<file path="config.mk">
export PLATFORM = sky130hd
export DESIGN_NAME = tcrb_timer
export DESIGN_NICKNAME = d
export VERILOG_FILES = /design/src/rtl/tcrb_pkg.sv /design/src/rtl/tcrb_edge_if.sv /design/src/rtl/tcrb_timer.sv /design/src/rtl/tcrb_pin_sync.sv
export VERILOG_INCLUDE_DIRS = /design/src /design/src/rtl
export SDC_FILE = /design/constraint.sdc
export NUM_CORES = 1
export LEC_CHECK = 0
export ABC_AREA = 1
export BUFFER_PORTS_ARGS = -buffer_cell sky130_fd_sc_hd__buf_2
export CAP_MARGIN = 5
export CORE_UTILIZATION = 55
export CTS_CLUSTER_DIAMETER = 200
export DETAILED_ROUTE_END_ITERATION = 7
export GPL_TIMING_DRIVEN = 0
export PLACE_DENSITY = 0.81
export SYNTH_ARGS = -nofsm -noshare
export SYNTH_HDL_FRONTEND = slang
export SYNTH_HIERARCHICAL = 1
export SYNTH_SLANG_ARGS = --single-unit
export TNS_END_PERCENT = 1
</file>
<file path="constraint.sdc">
create_clock -name pclk -period 3.4 [get_ports pclk]
set_input_delay 0.34 -clock pclk [delete_from_list [all_inputs] [get_ports pclk]]
set_output_delay 0.34 -clock pclk [all_outputs]
set_load 0.02 [all_outputs]
</file>
<file path="src/rtl/tcrb_consts.svh">
// Purpose: offsets, field positions, reset values and counts of the timer
// Assumes: register index times four gives the apb byte address
// Notes:   definitions only
`ifndef TCRB_CONSTS_SVH
`define TCRB_CONSTS_SVH

// ----------------------------------------------------------------------
// register indices (byte address = index * 4)
// ----------------------------------------------------------------------
`define TCRB_IDX_CTRL     8'hc8
`define TCRB_IDX_RLD_LO   8'hca
`define TCRB_IDX_RLD_HI   8'hcb
`define TCRB_IDX_CNT_LO   8'hcc
`define TCRB_IDX_CNT_HI   8'hcd
`define TCRB_IDX_IRQ_STAT 8'hc0
`define TCRB_IDX_IRQ_MASK 8'hc1

// ----------------------------------------------------------------------
// timer_ctrl field positions
// ----------------------------------------------------------------------
`define TCRB_B_OVF    7
`define TCRB_B_EXT    6
`define TCRB_B_RXSRC  5
`define TCRB_B_TXSRC  4
`define TCRB_B_TRIGEN 3
`define TCRB_B_RUN    2
`define TCRB_B_CSRC   1
`define TCRB_B_CAPSEL 0

// irq status / mask field positions
`define TCRB_I_OVF    0
`define TCRB_I_EXT    1

// ----------------------------------------------------------------------
// reset values and counts
// ----------------------------------------------------------------------
`define TCRB_CTRL_RST 8'h00
`define TCRB_WORD_RST 16'h0000
`define TCRB_IRQ_RST  2'h0
`define TCRB_CNT_MAX  16'hffff
// system clocks per count step in timer mode
`define TCRB_TIMER_DIV 2

`endif

</file>
<file path="src/rtl/tcrb_pkg.sv">
// Purpose: state types of the timer block
// Assumes: nothing
// Notes:   constants live in tcrb_consts.svh
package tcrb_pkg;

	typedef struct packed {
		logic [7:0]  ctrl;
		logic [15:0] reload;
		logic [15:0] count;
		logic        prescale;
		logic [1:0]  irq_stat;
		logic [1:0]  irq_mask;
		logic        ack;
		logic [31:0] rdata;
		logic        slverr;
		logic        irq;
		logic        rx_tick;
		logic        tx_tick;
	} tcrb_state_t;

	// index 0: count pin, index 1: trigger pin
	typedef struct packed {
		logic [1:0] meta;
		logic [1:0] sync;
		logic [1:0] prev;
	} tcrb_sync_t;

endpackage

</file>
<file path="src/rtl/tcrb_edge_if.sv">
// Purpose: falling-edge pulses from the pin synchroniser to the timer
// Assumes: one clock domain
// Notes:   pulses last one cycle
`timescale 1ns/1ns
`default_nettype none

interface tcrb_edge_if;
	logic count_fall;
	logic trig_fall;
	modport src (output count_fall, output trig_fall);
	modport dst (input count_fall, input trig_fall);
endinterface

`default_nettype wire

</file>
<file path="src/rtl/tcrb_timer.sv">
// Purpose: 16-bit timer/counter with capture, auto-reload and baud output
// Assumes: apb slave, 32-bit data, registers one per aligned word
// Notes:   pready follows one cycle into the access phase
//
// Behaviour
// - overflow sets overflow_flag unless a baud bit is set; software clears.
// - trigger capture or reload sets ext_edge_flag; software clears.
// - rx baud source bit picks this overflow, else timer1 overflow.
// - tx baud source bit picks this overflow, else timer1 overflow.
// - trigger edge acts only if pin enabled and both baud bits zero.
// - count advances only while run_control is one; otherwise holds, save for bus writes and trigger edge reloads.
// - timer mode advances count once every two system clocks.
// - counter mode advances count on each count pin falling edge.
// - reload mode loads reload value on overflow and on trigger edge.
// - capture mode copies count to reload registers on trigger edge.
// - with a baud source bit set, always auto-reload on overflow.
// - reload value held as low and high byte registers, reset zero.
// - count readable and writable as low and high bytes, reset zero.
//
// Register access over APB was chosen for this implementation.
`timescale 1ns/1ns
`default_nettype none
`include "tcrb_consts.svh"

module tcrb_timer
	import tcrb_pkg::*;
(
	input  wire logic        pclk,
	input  wire logic        presetn,
	input  wire logic        psel,
	input  wire logic        penable,
	input  wire logic        pwrite,
	input  wire logic [11:0] paddr,
	input  wire logic [31:0] pwdata,
	output logic      [31:0] prdata,
	output logic             pready,
	output logic             pslverr,
	input  wire logic        count_input_pin,
	input  wire logic        trigger_pin,
	input  wire logic        timer1_overflow,
	output logic             rx_baud_tick,
	output logic             tx_baud_tick,
	output logic             irq
);

	tcrb_state_t s;
	tcrb_state_t next_s;
	tcrb_edge_if ev ();

	logic [7:0] idx;
	logic       wr;
	logic       baud;
	logic       run;
	logic       inc;
	logic       ovf;
	logic       trig;
	logic       wr_cnt;

	// ------------------------------------------------------------------
	// pin front end
	// ------------------------------------------------------------------
	tcrb_pin_sync u_sync (
		.pclk            (pclk),
		.presetn         (presetn),
		.count_input_pin (count_input_pin),
		.trigger_pin     (trigger_pin),
		.ev              (ev.src)
	);

	// ------------------------------------------------------------------
	// register decode
	// ------------------------------------------------------------------
	function automatic logic is_mapped(input logic [7:0] i);
		is_mapped = (i == `TCRB_IDX_CTRL)     || (i == `TCRB_IDX_RLD_LO) ||
		            (i == `TCRB_IDX_RLD_HI)   || (i == `TCRB_IDX_CNT_LO) ||
		            (i == `TCRB_IDX_CNT_HI)   || (i == `TCRB_IDX_IRQ_STAT) ||
		            (i == `TCRB_IDX_IRQ_MASK);
	endfunction

	function automatic logic [31:0] reg_read(input logic [7:0] i,
	                                         input tcrb_state_t st);
		reg_read = 32'h0000_0000;
		unique case (i)
			`TCRB_IDX_CTRL:     reg_read[7:0] = st.ctrl;
			`TCRB_IDX_RLD_LO:   reg_read[7:0] = st.reload[7:0];
			`TCRB_IDX_RLD_HI:   reg_read[7:0] = st.reload[15:8];
			`TCRB_IDX_CNT_LO:   reg_read[7:0] = st.count[7:0];
			`TCRB_IDX_CNT_HI:   reg_read[7:0] = st.count[15:8];
			`TCRB_IDX_IRQ_STAT: reg_read[1:0] = st.irq_stat;
			`TCRB_IDX_IRQ_MASK: reg_read[1:0] = st.irq_mask;
			default:            reg_read = 32'h0000_0000;
		endcase
	endfunction

	assign idx    = paddr[9:2];
	// a write lands at the edge where pready is seen high
	assign wr     = psel && penable && s.ack && pwrite && is_mapped(idx);
	assign wr_cnt = wr && ((idx == `TCRB_IDX_CNT_LO) ||
	                       (idx == `TCRB_IDX_CNT_HI));

	// ------------------------------------------------------------------
	// counting
	// ------------------------------------------------------------------
	assign baud = s.ctrl[`TCRB_B_RXSRC] || s.ctrl[`TCRB_B_TXSRC];
	assign run  = s.ctrl[`TCRB_B_RUN];
	// gated by run_control; prescale; pin edge
	assign inc  = run && (s.ctrl[`TCRB_B_CSRC] ? ev.count_fall :
	              (s.prescale == 1'(`TCRB_TIMER_DIV - 1)));
	assign ovf  = inc && (s.count == `TCRB_CNT_MAX);
	// pin enable and no baud source
	assign trig = s.ctrl[`TCRB_B_TRIGEN] && !baud && ev.trig_fall;

	always_comb
	begin
		next_s = s;

		// two system clocks per step, reset while stopped
		next_s.prescale = (run && !s.ctrl[`TCRB_B_CSRC]) ? ~s.prescale : 1'b0;

		if (inc)
			next_s.count = 16'(s.count + 16'h0001);
		// reload on overflow; forced when baud source set
		if (ovf && (baud || !s.ctrl[`TCRB_B_CAPSEL]))
			next_s.count = s.reload;
		if (trig && !s.ctrl[`TCRB_B_CAPSEL])
			next_s.count = s.reload;

		// bus write to the count wins over counting
		if (wr && idx == `TCRB_IDX_CNT_LO)
			next_s.count[7:0] = pwdata[7:0];
		if (wr && idx == `TCRB_IDX_CNT_HI)
			next_s.count[15:8] = pwdata[7:0];
		if (wr && idx == `TCRB_IDX_RLD_LO)
			next_s.reload[7:0] = pwdata[7:0];
		if (wr && idx == `TCRB_IDX_RLD_HI)
			next_s.reload[15:8] = pwdata[7:0];
		// capture beats a same-cycle bus write
		if (trig && s.ctrl[`TCRB_B_CAPSEL])
			next_s.reload = s.count;

		if (wr && idx == `TCRB_IDX_CTRL)
			next_s.ctrl = pwdata[7:0];
		// hardware sets, only software clears; set wins
		if (ovf && !baud)
			next_s.ctrl[`TCRB_B_OVF] = 1'b1;
		// set wins over a clearing write
		if (trig)
			next_s.ctrl[`TCRB_B_EXT] = 1'b1;

		// ------------------------------------------------------------
		// interrupt status: write one to clear, set wins
		// ------------------------------------------------------------
		if (wr && idx == `TCRB_IDX_IRQ_STAT)
			next_s.irq_stat = s.irq_stat & ~pwdata[1:0];
		if (wr && idx == `TCRB_IDX_IRQ_MASK)
			next_s.irq_mask = pwdata[1:0];
		if (ovf && !baud)
			next_s.irq_stat[`TCRB_I_OVF] = 1'b1;
		if (trig)
			next_s.irq_stat[`TCRB_I_EXT] = 1'b1;
		next_s.irq = |(next_s.irq_stat & next_s.irq_mask);

		next_s.rx_tick = s.ctrl[`TCRB_B_RXSRC] ? ovf : timer1_overflow;
		next_s.tx_tick = s.ctrl[`TCRB_B_TXSRC] ? ovf : timer1_overflow;

		// ------------------------------------------------------------
		// apb answer, one wait state
		// ------------------------------------------------------------
		next_s.ack = psel && penable && !s.ack;
		if (psel && penable && !s.ack)
		begin
			next_s.rdata  = pwrite ? 32'h0000_0000 : reg_read(idx, s);
			next_s.slverr = !is_mapped(idx);
		end
		else if (!psel)
		begin
			next_s.rdata  = 32'h0000_0000;
			next_s.slverr = 1'b0;
		end
	end

	always_ff @(posedge pclk or negedge presetn)
	begin
		if (!presetn)
		begin
			s          <= '0;
			s.ctrl     <= `TCRB_CTRL_RST;
			s.reload   <= `TCRB_WORD_RST;
			s.count    <= `TCRB_WORD_RST;
			s.irq_stat <= `TCRB_IRQ_RST;
			s.irq_mask <= `TCRB_IRQ_RST;
		end
		else
			s <= next_s;
	end

	assign prdata       = s.rdata;
	assign pready       = s.ack;
	assign pslverr      = s.slverr;
	assign rx_baud_tick = s.rx_tick;
	assign tx_baud_tick = s.tx_tick;
	assign irq          = s.irq;

	logic quiet;
	assign quiet = !wr_cnt && !ovf && !trig;
endmodule // tcrb_timer

`default_nettype wire

</file>
<file path="src/rtl/tcrb_pin_sync.sv">
// Purpose: synchronise count and trigger pins, detect falling edges
// Assumes: pins are slow against pclk
// Notes:   edge seen two to three clocks after the pin falls
`timescale 1ns/1ns
`default_nettype none

module tcrb_pin_sync
	import tcrb_pkg::*;
(
	input  wire logic   pclk,
	input  wire logic   presetn,
	input  wire logic   count_input_pin,
	input  wire logic   trigger_pin,
	tcrb_edge_if.src    ev
);

	tcrb_sync_t s;
	tcrb_sync_t next_s;
	logic [1:0] fall;

	always_comb
	begin
		next_s      = s;
		next_s.meta = {trigger_pin, count_input_pin};
		next_s.sync = s.meta;
		next_s.prev = s.sync;
	end

	// idle high, so reset to high avoids a false edge
	always_ff @(posedge pclk or negedge presetn)
	begin
		if (!presetn)
			s <= '{meta: 2'h3, sync: 2'h3, prev: 2'h3};
		else
			s <= next_s;
	end

	genvar i;
	generate
		for (i = 0; i < 2; i++)
		begin : g_fall
			assign fall[i] = s.prev[i] & ~s.sync[i];
		end
	endgenerate

	assign ev.count_fall = fall[0];
	assign ev.trig_fall  = fall[1];

endmodule // tcrb_pin_sync

`default_nettype wire

</file>
==> flow_summary.ini, run 1 <==
[floorplanning]
ios = 89
start_util = 0.5749
num_rows = 32
die_area_mm2 = 0.008569
coreArea_mm2 = 0.007848
dieHeight_um = 92.57
die_w_um = 92.57

[logic_synthesis]
ys_ff_latch = 64
synthFlopType = dfrtp_1
yosysTopAreaCell = dfrtp_1
yosys_warnings = 6
synth.cell_area_mm2 = 0.004512
seq_area_frac_synth = 0.3566
yosys.area.top_type_share = 0.3217
syn_inst = 641
avgSynthCellArea_um2 = 7.039
synth_edf_count = 0
synth.top_cells.by_area = dfrtp_1 (32%), nand2_1 (20%), nand3_1 (7.2%)
synth_cell_types = 42
async_flop_share = 1.000

[cts]
cts_max_path_buffers = 2
cts_resized = 0
clkTransAtPathRegs_ns = 0.07
cts_setup_buffers = 0
cts_tree = done
cts_made_buffers = 9
clock_latency_ns = 0.36
cts_hold_buffers = 0
h-tree-depth = 3
clockRootBuffer = clkbuf_8
cts_sinks = 64

[power]
power_density_mw_per_mm2 = 346.2
p_leak_nw = 2.731
peakVddDrop_uv = 328.1

[timing]
skew_ns = 0.01134
tightest_slew_ns = 0.8071
fin_crit_sh = 0.6634
max_freq_ghz = 0.4434
min_period_ns = 2.255
setup_violations = 0
rsz0062_at_grt = no
drv_slew = 0
tns_ns = 0
maxSlewHeadroom = 0.4619
finalHoldViolations = 0

[route]
ant_nets = 0
num_vias = 4599
route.detailed.wl_per_inst_um = 15.63
drtIter0Drc = 576
viasPerCell = 5.622
dr.pass1.iters = 6
totalWireLength_mm = 12.78
drc = 0

[critical_path]
cp_slowest_cell = dfrtp_1
slowest_delay_ns = 0.51
cp_common_cell = nand2_1
worstPathCellList = ha_1 > nand3_1 > nor2_2 > nand3b_1 > o21ai_2 > nand2_1 > nand2_1 > nand4_1 > nand2_1
path_class = reg2reg
start_kind = flip-flop
end_kind = flip-flop
worstPathArrival_ns = 2.55
ff2ff_path_depth = 9
crit_required_ns = 3.70
crit_fanout = 6

[finish]
antenna_cells = 0
drive_above_1_share = 0.2011
fill_cells = 736
final_cells = 818
synthToLayoutAreaGrowth_pct = 13.20
num-nets-final = 764

[hold_path]
min_path_type = in2async

[run_status]
run_status = finished clean

[place]
dp_hpwl_mm = 9.745
io_buffers = 36
gp_congestion = 1.009
dp_cells = 802

[global_routing]
grt-ovfl-total = 0
grt_pass1_vias = 4367
grtUsageTotal = 0.3310
grt_max_degree = 65
antenna_found_initial = 0
grt_pass1_wl_mm = 21.39

[job]
max-cap-violations = 0
==> final cells by class <==
cell class                      instances  area (um2)  area share
Inverter                               71       269.0     0.05267
Tap cell                              102       127.6     0.02499
Clock inverter                          3       40.04    0.007839
Sequential cell                        64        1609      0.3150
Multi-Input combinational cell        483        2396      0.4691
Timing Repair Buffer                   36       182.7     0.03577
Buffer                                 46       324.1     0.06345
Clock buffer                           13       158.9     0.03111
==> layout by cell type, fill, tap and decap left out, drive strengths merged <==
master / n
a21oi: 3
bufinv: 1
a22oi: 1
conb: 24
nand3b: 1
ha: 1
nand2: 255
xnor2: 1
dfrtp: 58
nand3: 67
nand4: 28
clkbuf: 19
buf: 76
nor3: 7
inv: 69
dfstp: 6
o22ai: 4
o211ai: 4
o221ai: 4
o31ai: 1
nor2: 44
a21boi: 2
mux2: 2
clkinv: 4
xor2: 8
o21ai: 26
==> cells by family after synthesis <==
family	Yosys count	share of synthesized area
other	1	0.0008311
AND/OR/NAND/NOR	402	0.4207
adder cells (fa/ha/maj)	1	0.002773
AO/OA/AOI/OAI	45	0.06517
XOR/XNOR	9	0.01747
flip-flops	64	0.3566
multiplexers	2	0.004991
buffers and inverters	117	0.1314
==> critical path: cells and delay by family (launching register included) <==
family	cells	cell delay, ns
adders and majority gates	1	0.27
and+or+nand+nor	7	1.12
DFF	1	0.51
AOI/OAI and AO/OA	1	0.31
==> final timing paths <==
path	to	slack [ns]	startpoint
setup / recovery	s[43]	1.14	s[43]
hold / removal	irq	0.07	presetn
setup reg to reg	s[43]	1.14	s[43]
hold reg to reg	u_sync/next_s[0]	0.36	u_sync/next_s[2]
max in group asynchronous	s[75]	2.80	presetn
min in group pclk	u_sync/next_s[3]	0.08	trigger_pin
==> per-stage QoR <==
step                      hold WS (ns)  instance area (um2)  total power, mW    util  setup WS [ns]
after global placement          0.3500                 4906            1.097  0.6252          1.289
after CTS                      0.07755                 5107            1.764  0.6508          1.199
after global routing           0.06704                 5107            1.848  0.6508         0.9270
final                          0.07399                 5107            1.768  0.6508          1.145
after floorplan                0.04441                 4598            1.013       -          1.642
after detailed placement        0.3497                 4908            1.102  0.6255          1.228
==> power by group <==
group	internal [mW]	leakage (nW)	switching (mW)	total, mW
clock	0.377	0.103	0.297	0.674
sequential	0.791	0.789	0.0348	0.826
combinational	0.0900	1.84	0.178	0.268
total	1.26	2.73	0.510	1.77
==> sequential cells by signal, indices dropped and copies added, names as in the netlist <==
| register | count |
|---|---|
| u_sync/s | 2 |
| irq | 1 |
| s | 44 |
| prdata | 8 |
| pslverr | 1 |
| run | 1 |
| pready | 1 |
| rx_baud_tick | 1 |
| u_sync/next_s | 4 |
| tx_baud_tick | 1 |
==> Yosys cell counts (all sizes together) (2+ instances only) <==
cell type  number
a21boi          2
a21oi           3
buf            40
clkbuf          6
clkinv          2
dfrtp          58
dfstp           6
inv            69
mux2            2
nand2         255
nand3          67
nand4          28
nor2           44
nor3            7
o211ai          4
o21ai          26
o221ai          4
o22ai           4
xor2            8
==> routing by layer <==
| metal | global-route usage | part of all wire | vias to the layer above | wire length, um |
|---|---|---|---|---|
| li1 | - | - | 2142 | - |
| met1 | 0.4433 | 0.40 | 2100 | 5154 |
| met2 | 0.5160 | 0.45 | 299 | 5722 |
| met3 | 0.07225 | 0.11 | 58 | 1388 |
| met4 | 0.1419 | 0.040 | 0 | 517 |
| met5 | 0 | 0 | - | 0 |
Power figures use the tool's default switching activity.
==> inputs of run 2 (changes only) <==
--- a/config.mk
+++ b/config.mk
@@ -6,14 +6,14 @@
 export SDC_FILE = /design/constraint.sdc
 export NUM_CORES = 1
 export LEC_CHECK = 0
-export ABC_AREA = 1
+export ABC_AREA = 0
 export BUFFER_PORTS_ARGS = -buffer_cell sky130_fd_sc_hd__buf_2
 export CAP_MARGIN = 5
 export CORE_UTILIZATION = 55
 export CTS_CLUSTER_DIAMETER = 200
 export DETAILED_ROUTE_END_ITERATION = 7
 export GPL_TIMING_DRIVEN = 0
-export PLACE_DENSITY = 0.81
+export PLACE_DENSITY = 0.82
 export SYNTH_ARGS = -nofsm -noshare
 export SYNTH_HDL_FRONTEND = slang
 export SYNTH_HIERARCHICAL = 1
==> constraint.sdc (replaced) <==
create_clock -name pclk -period 2.25 [get_ports pclk]
set_input_delay 0.225 -clock pclk [delete_from_list [all_inputs] [get_ports pclk]]
set_output_delay 0.225 -clock pclk [all_outputs]
set_load 0.02 [all_outputs]
==> flow_summary.ini, run 2 <==
[critical_path]
crit_required_ns = 2.48
worstPathArrival_ns = 2.55
crit_fanout = 10
end_kind = flip-flop
path_class = in2reg
start_kind = input pin

[timing]
setup_violations = 2
maxSlewHeadroom = 0.3693
rsz0062_at_grt = yes
finalHoldViolations = 0
fin_crit_sh = 1.032
timing.final.ws_setup_ns = -0.07204
skew_ns = 0.007165
min_period_ns = 2.322
drv_slew = 0
tightest_slew_ns = 0.9374
max_freq_ghz = 0.4307
tns_ns = -0.07978

[cts]
cts_made_buffers = 9
clock_latency_ns = 0.35
clkTransAtPathRegs_ns = 0.07
clockRootBuffer = clkbuf_8
cts_tree = done
cts_sinks = 64
h-tree-depth = 3
cts_max_path_buffers = 2

[logic_synthesis]
yosysMostFrequentCell = dfrtp_1
ys_top_cells_by_count = dfrtp_1 (58), nor2_1 (42), buf_4 (32)
seq_area_frac_synth = 0.4092
synthFlopType = dfrtp_1
yosysTopAreaCell = dfrtp_1
avgSynthCellArea_um2 = 9.431
yosys.area.top_type_share = 0.3691
async_flop_share = 1.000
ys_ff_latch = 64
yosys_warnings = 6
synth_cell_types = 59
synth.top_cells.by_area = dfrtp_1 (37%), buf_4 (6.1%), mux2i_1 (5.1%)
synth.cell_area_mm2 = 0.003933
synth_edf_count = 0
syn_inst = 417

[power]
peakVddDrop_uv = 279.2
power_density_mw_per_mm2 = 504.9
p_leak_nw = 2.049
power_mw = 2.316

[global_routing]
grtUsageTotal = 0.3124
antenna_found_initial = 0
grt-ovfl-total = 0
grt_max_degree = 40
grt_pass1_wl_mm = 17.38
grt_pass1_vias = 3462

[run_status]
run_status = finished with violations
violations = negative setup slack

[place]
pre_cts_ws_ns = -0.2909
dp_hpwl_mm = 7.905
gp_congestion = 0.9663
io_buffers = 32

[finish]
synthToLayoutAreaGrowth_pct = 16.64
drive_above_1_share = 0.2556
largest_reg_flops = 44
final_cell_mix = dfrtp_1 (57), nor2_1 (39), buf_2 (37), buf_4 (34), a21oi_1 (26)
antenna_cells = 0
final_common_cell = dfrtp_1
num-nets-final = 541
regMostFlops = s

[route]
route.detailed.wl_per_inst_um = 18.85
dr.pass1.iters = 5
num_vias = 3655
drtIter0Drc = 405
totalWireLength_mm = 11.10
drc = 0
viasPerCell = 6.205
ant_nets = 0

[floorplanning]
die_w_um = 86.56
coreArea_mm2 = 0.006832
num_rows = 30
die_area_mm2 = 0.007492
ios = 89
start_util = 0.5756
dieHeight_um = 86.56

[job]
max-cap-violations = 0

[hold_path]
min_path_type = in2reg
-- run 2: area by class of cell --
type	instances	area [um2]
inverters	8	30.03
repair buffers	37	217.7
clock inverters	3	17.52
plain buffers	58	366.6
flip-flops and latches	64	1610
multi-input cells	310	2076
fillers	561	2245
well taps	96	120.1
clock buffers	13	148.9
-- run 2: cell families (layout without fill, tap and decap cells) --
kind of cell / count (synthesis) / after routing / share of synthesized area
fa+ha+maj: 1 / 1 / 0.003181
xor+xnor: 12 / 12 / 0.02673
buf+inv: 66 / 119 / 0.09927
mux: 35 / 35 / 0.09386
other cells: 1 / 24 / 0.0009536
simple gates: 140 / 140 / 0.1899
compound gates: 98 / 98 / 0.1769
flops: 64 / 64 / 0.4092
-- run 2: worst paths after layout --
kind,startpoint,slack [ns],depth (start not counted),end
worst min register to register,u_sync/next_s[2],0.36,0,u_sync/next_s[0]
min in group asynchronous,presetn,0.41,2,pslverr
worst max-delay path,paddr[6],-0.07,7,s[42]
worst max register to register,u_sync/s[1],-0.01,7,s[49]
max in group asynchronous,presetn,1.16,3,u_sync/next_s[3]
worst min-delay path,timer1_overflow,0.12,2,rx_baud_tick
-- run 2: metal layers --
metal | vias up | GRT usage | share of wire
li1 | 1626 | - | -
met1 | 1740 | 0.3909 | 0.40
met2 | 244 | 0.4921 | 0.48
met3 | 45 | 0.07714 | 0.088
met4 | 0 | 0.1864 | 0.039
met5 | - | 0 | 0
-- run 2: critical path, cell delays in order --
cell and delay [ns]:
buf_2 0.09, nand4bb_1 0.27, buf_2 0.26, nor4_1 0.78
nand2_1 0.50, o211ai_1 0.32, a21oi_1 0.10
-- run 2: repair_timing --
action / CTS / global route
pin swaps: 1 / 0
endpoints found under the setup margin: 14 / 16
setup buffers: 1 / 0
hold buffers: 3 / 0
resized for setup: 6 / 12
hold endpoints to repair: 27 / 0
-- run 2: per-stage QoR --
| step | util | cell area (um2) | hold slack, ns | cells |
|---|---|---|---|---|
| floorplan | - | 4019 | -0.07059 | 440 |
| global route | 0.6714 | 4587 | 0.1252 | 589 |
| CTS | 0.6652 | 4544 | 0.1116 | 589 |
| global placement | 0.6293 | 4299 | 0.3296 | 568 |
| finish | 0.6714 | 4587 | 0.1250 | 589 |
| detailed placement | 0.6322 | 4319 | 0.2717 | 569 |
-- run 2: where the power goes --
group          switching, mW  internal, mW
Combinational          0.156        0.0922
Clock                  0.451         0.427
Sequential            0.0154          1.17
==> inputs of run 3 (changes only) <==
--- a/config.mk
+++ b/config.mk
@@ -9,11 +9,13 @@
 export ABC_AREA = 0
 export BUFFER_PORTS_ARGS = -buffer_cell sky130_fd_sc_hd__buf_2
 export CAP_MARGIN = 5
+export CORE_ASPECT_RATIO = 1.2
 export CORE_UTILIZATION = 55
 export CTS_CLUSTER_DIAMETER = 200
 export DETAILED_ROUTE_END_ITERATION = 7
 export GPL_TIMING_DRIVEN = 0
 export PLACE_DENSITY = 0.82
+export SKIP_CTS_REPAIR_TIMING = 1
 export SYNTH_ARGS = -nofsm -noshare
 export SYNTH_HDL_FRONTEND = slang
 export SYNTH_HIERARCHICAL = 1
==> constraint.sdc (replaced) <==
create_clock -name pclk -period 2.77 [get_ports pclk]
set_input_delay 0.277 -clock pclk [delete_from_list [all_inputs] [get_ports pclk]]
set_output_delay 0.277 -clock pclk [all_outputs]
set_load 0.02 [all_outputs]
==> flow_summary.ini, run 3 (synthesis gave the netlist of run 2 again) <==
[timing]
tightest_slew_ns = 1.123
hold_ws_ns = -0.03565
finalHoldViolations = 25
maxSlewHeadroom = 0.2452
rsz0062_at_grt = no
fin_crit_sh = 0.9153
drv_slew = 0
max_freq_ghz = 0.3944
tns_ns = 0
min_period_ns = 2.535
setup_violations = 0
skew_ns = 0.01170

[floorplanning]
start_util = 0.5737
die_area_mm2 = 0.007494
dieHeight_um = 94.63
die_w_um = 79.19
ios = 89
num_rows = 33
coreArea_mm2 = 0.006854

[cts]
h-tree-depth = 3
cts_max_path_buffers = 2
clkTransAtPathRegs_ns = 0.07
cts_sinks = 64
cts_tree = done
cts_made_buffers = 9
clockRootBuffer = clkbuf_8
clock_latency_ns = 0.35

[critical_path]
crit_required_ns = 3.03
worstPathArrival_ns = 2.80
path_class = reg2reg
start_kind = flip-flop
crit_fanout = 9
end_kind = flip-flop

[hold_path]
min_path_type = in2async

[route]
totalWireLength_mm = 10.75
ant_nets = 0
route.detailed.wl_per_inst_um = 18.66
viasPerCell = 6.111
drc = 0
dr.pass1.iters = 7
drtIter0Drc = 323
num_vias = 3520

[global_routing]
grt_pass1_wl_mm = 17.00
grt_max_degree = 34
use_met2 = 0.5251
use_met1 = 0.3596
grt_use_met3 = 0.05121
grt_pass1_vias = 3323
grt.busiest_layer = met2
grtUsageTotal = 0.3097
antenna_found_initial = 0
grt-ovfl-total = 0

[finish]
multi_input_area_mm2 = 0.002019
regArea_mm2 = 0.001609
final_common_cell = dfrtp_1
fill_cells = 587
antenna_cells = 0
largest_reg_flops = 44
final_cell_mix = dfrtp_1 (58), nor2_1 (42), buf_2 (38), buf_4 (32), a21oi_1 (27)
num-nets-final = 537
drive_above_1_share = 0.2352
synthToLayoutAreaGrowth_pct = 15.24
final_cells = 576
regMostFlops = s

[place]
gp_congestion = 0.9862
io_buffers = 32
dp_hpwl_mm = 8.015
dp_cells = 560

[power]
p_leak_nw = 2.030
power_density_mw_per_mm2 = 457.7
peakVddDrop_uv = 317.2

[job]
max-cap-violations = 0

[run_status]
run_status = finished with violations
violations = negative hold slack
==> run 3: through the flow <==
stage	hold WS (ns)	utilization	area (um2)	power, mW	setup WS (ns)
2_1_floorplan	-0.01859	-	4019	1.106	0.7500
3_3_place_gp	0.3458	0.6256	4288	1.169	0.3072
3_5_place_dp	0.3481	0.6285	4308	1.176	0.2845
4_1_cts	-0.02234	0.6612	4532	2.084	0.2710
5_1_grt	0.01259	0.6612	4532	2.149	0.08328
6_report	-0.03565	0.6612	4532	2.074	0.2345
==> run 3: worst max-delay path: stages, from the launching register on <==
cell and delay [ns]:
dfstp_2 0.55, nor2b_4 0.04, mux2i_1 0.33, nor3_1 0.17, a21oi_1 0.71, nand2_1 0.37
o22ai_1 0.28
==> run 3: power by group <==
part / internal [mW] / total, mW / switching (mW) / leakage (nW)
combinational: 0.0719 / 0.197 / 0.125 / 1.16
clock: 0.555 / 0.912 / 0.357 / 0.114
sequential: 0.953 / 0.965 / 0.0121 / 0.757
total: 1.58 / 2.07 / 0.494 / 2.03
==> run 3: final timing paths <==
path                                  start               end  slack, ns  depth (start not counted)
setup reg to reg           u_sync/next_s[0]             s[48]       0.23                          6
max in group asynchronous           presetn             s[59]       2.17                          2
min in group pclk           count_input_pin  u_sync/next_s[2]       0.03                          1
setup / recovery           u_sync/next_s[0]             s[48]       0.23                          6
hold reg to reg            u_sync/next_s[3]  u_sync/next_s[1]       0.36                          0
hold / removal                      presetn               irq      -0.04                          1
==> run 3: routing by layer <==
layer | share of wire | vias up | wire length (um)
li1 | - | 1616 | -
met1 | 0.39 | 1671 | 4215
met2 | 0.49 | 183 | 5248
met3 | 0.066 | 50 | 713
met4 | 0.053 | 0 | 570
met5 | 0 | - | 0
==> run 3: area by class of cell <==
class	instances	share of cell area
multi-input cells	310	0.4456
clock inverters	3	0.01436
inverters	8	0.006626
well taps	87	0.02402
repair buffers	33	0.03976
clock buffers	13	0.03506
plain buffers	58	0.07951
flip-flops and latches	64	0.3551
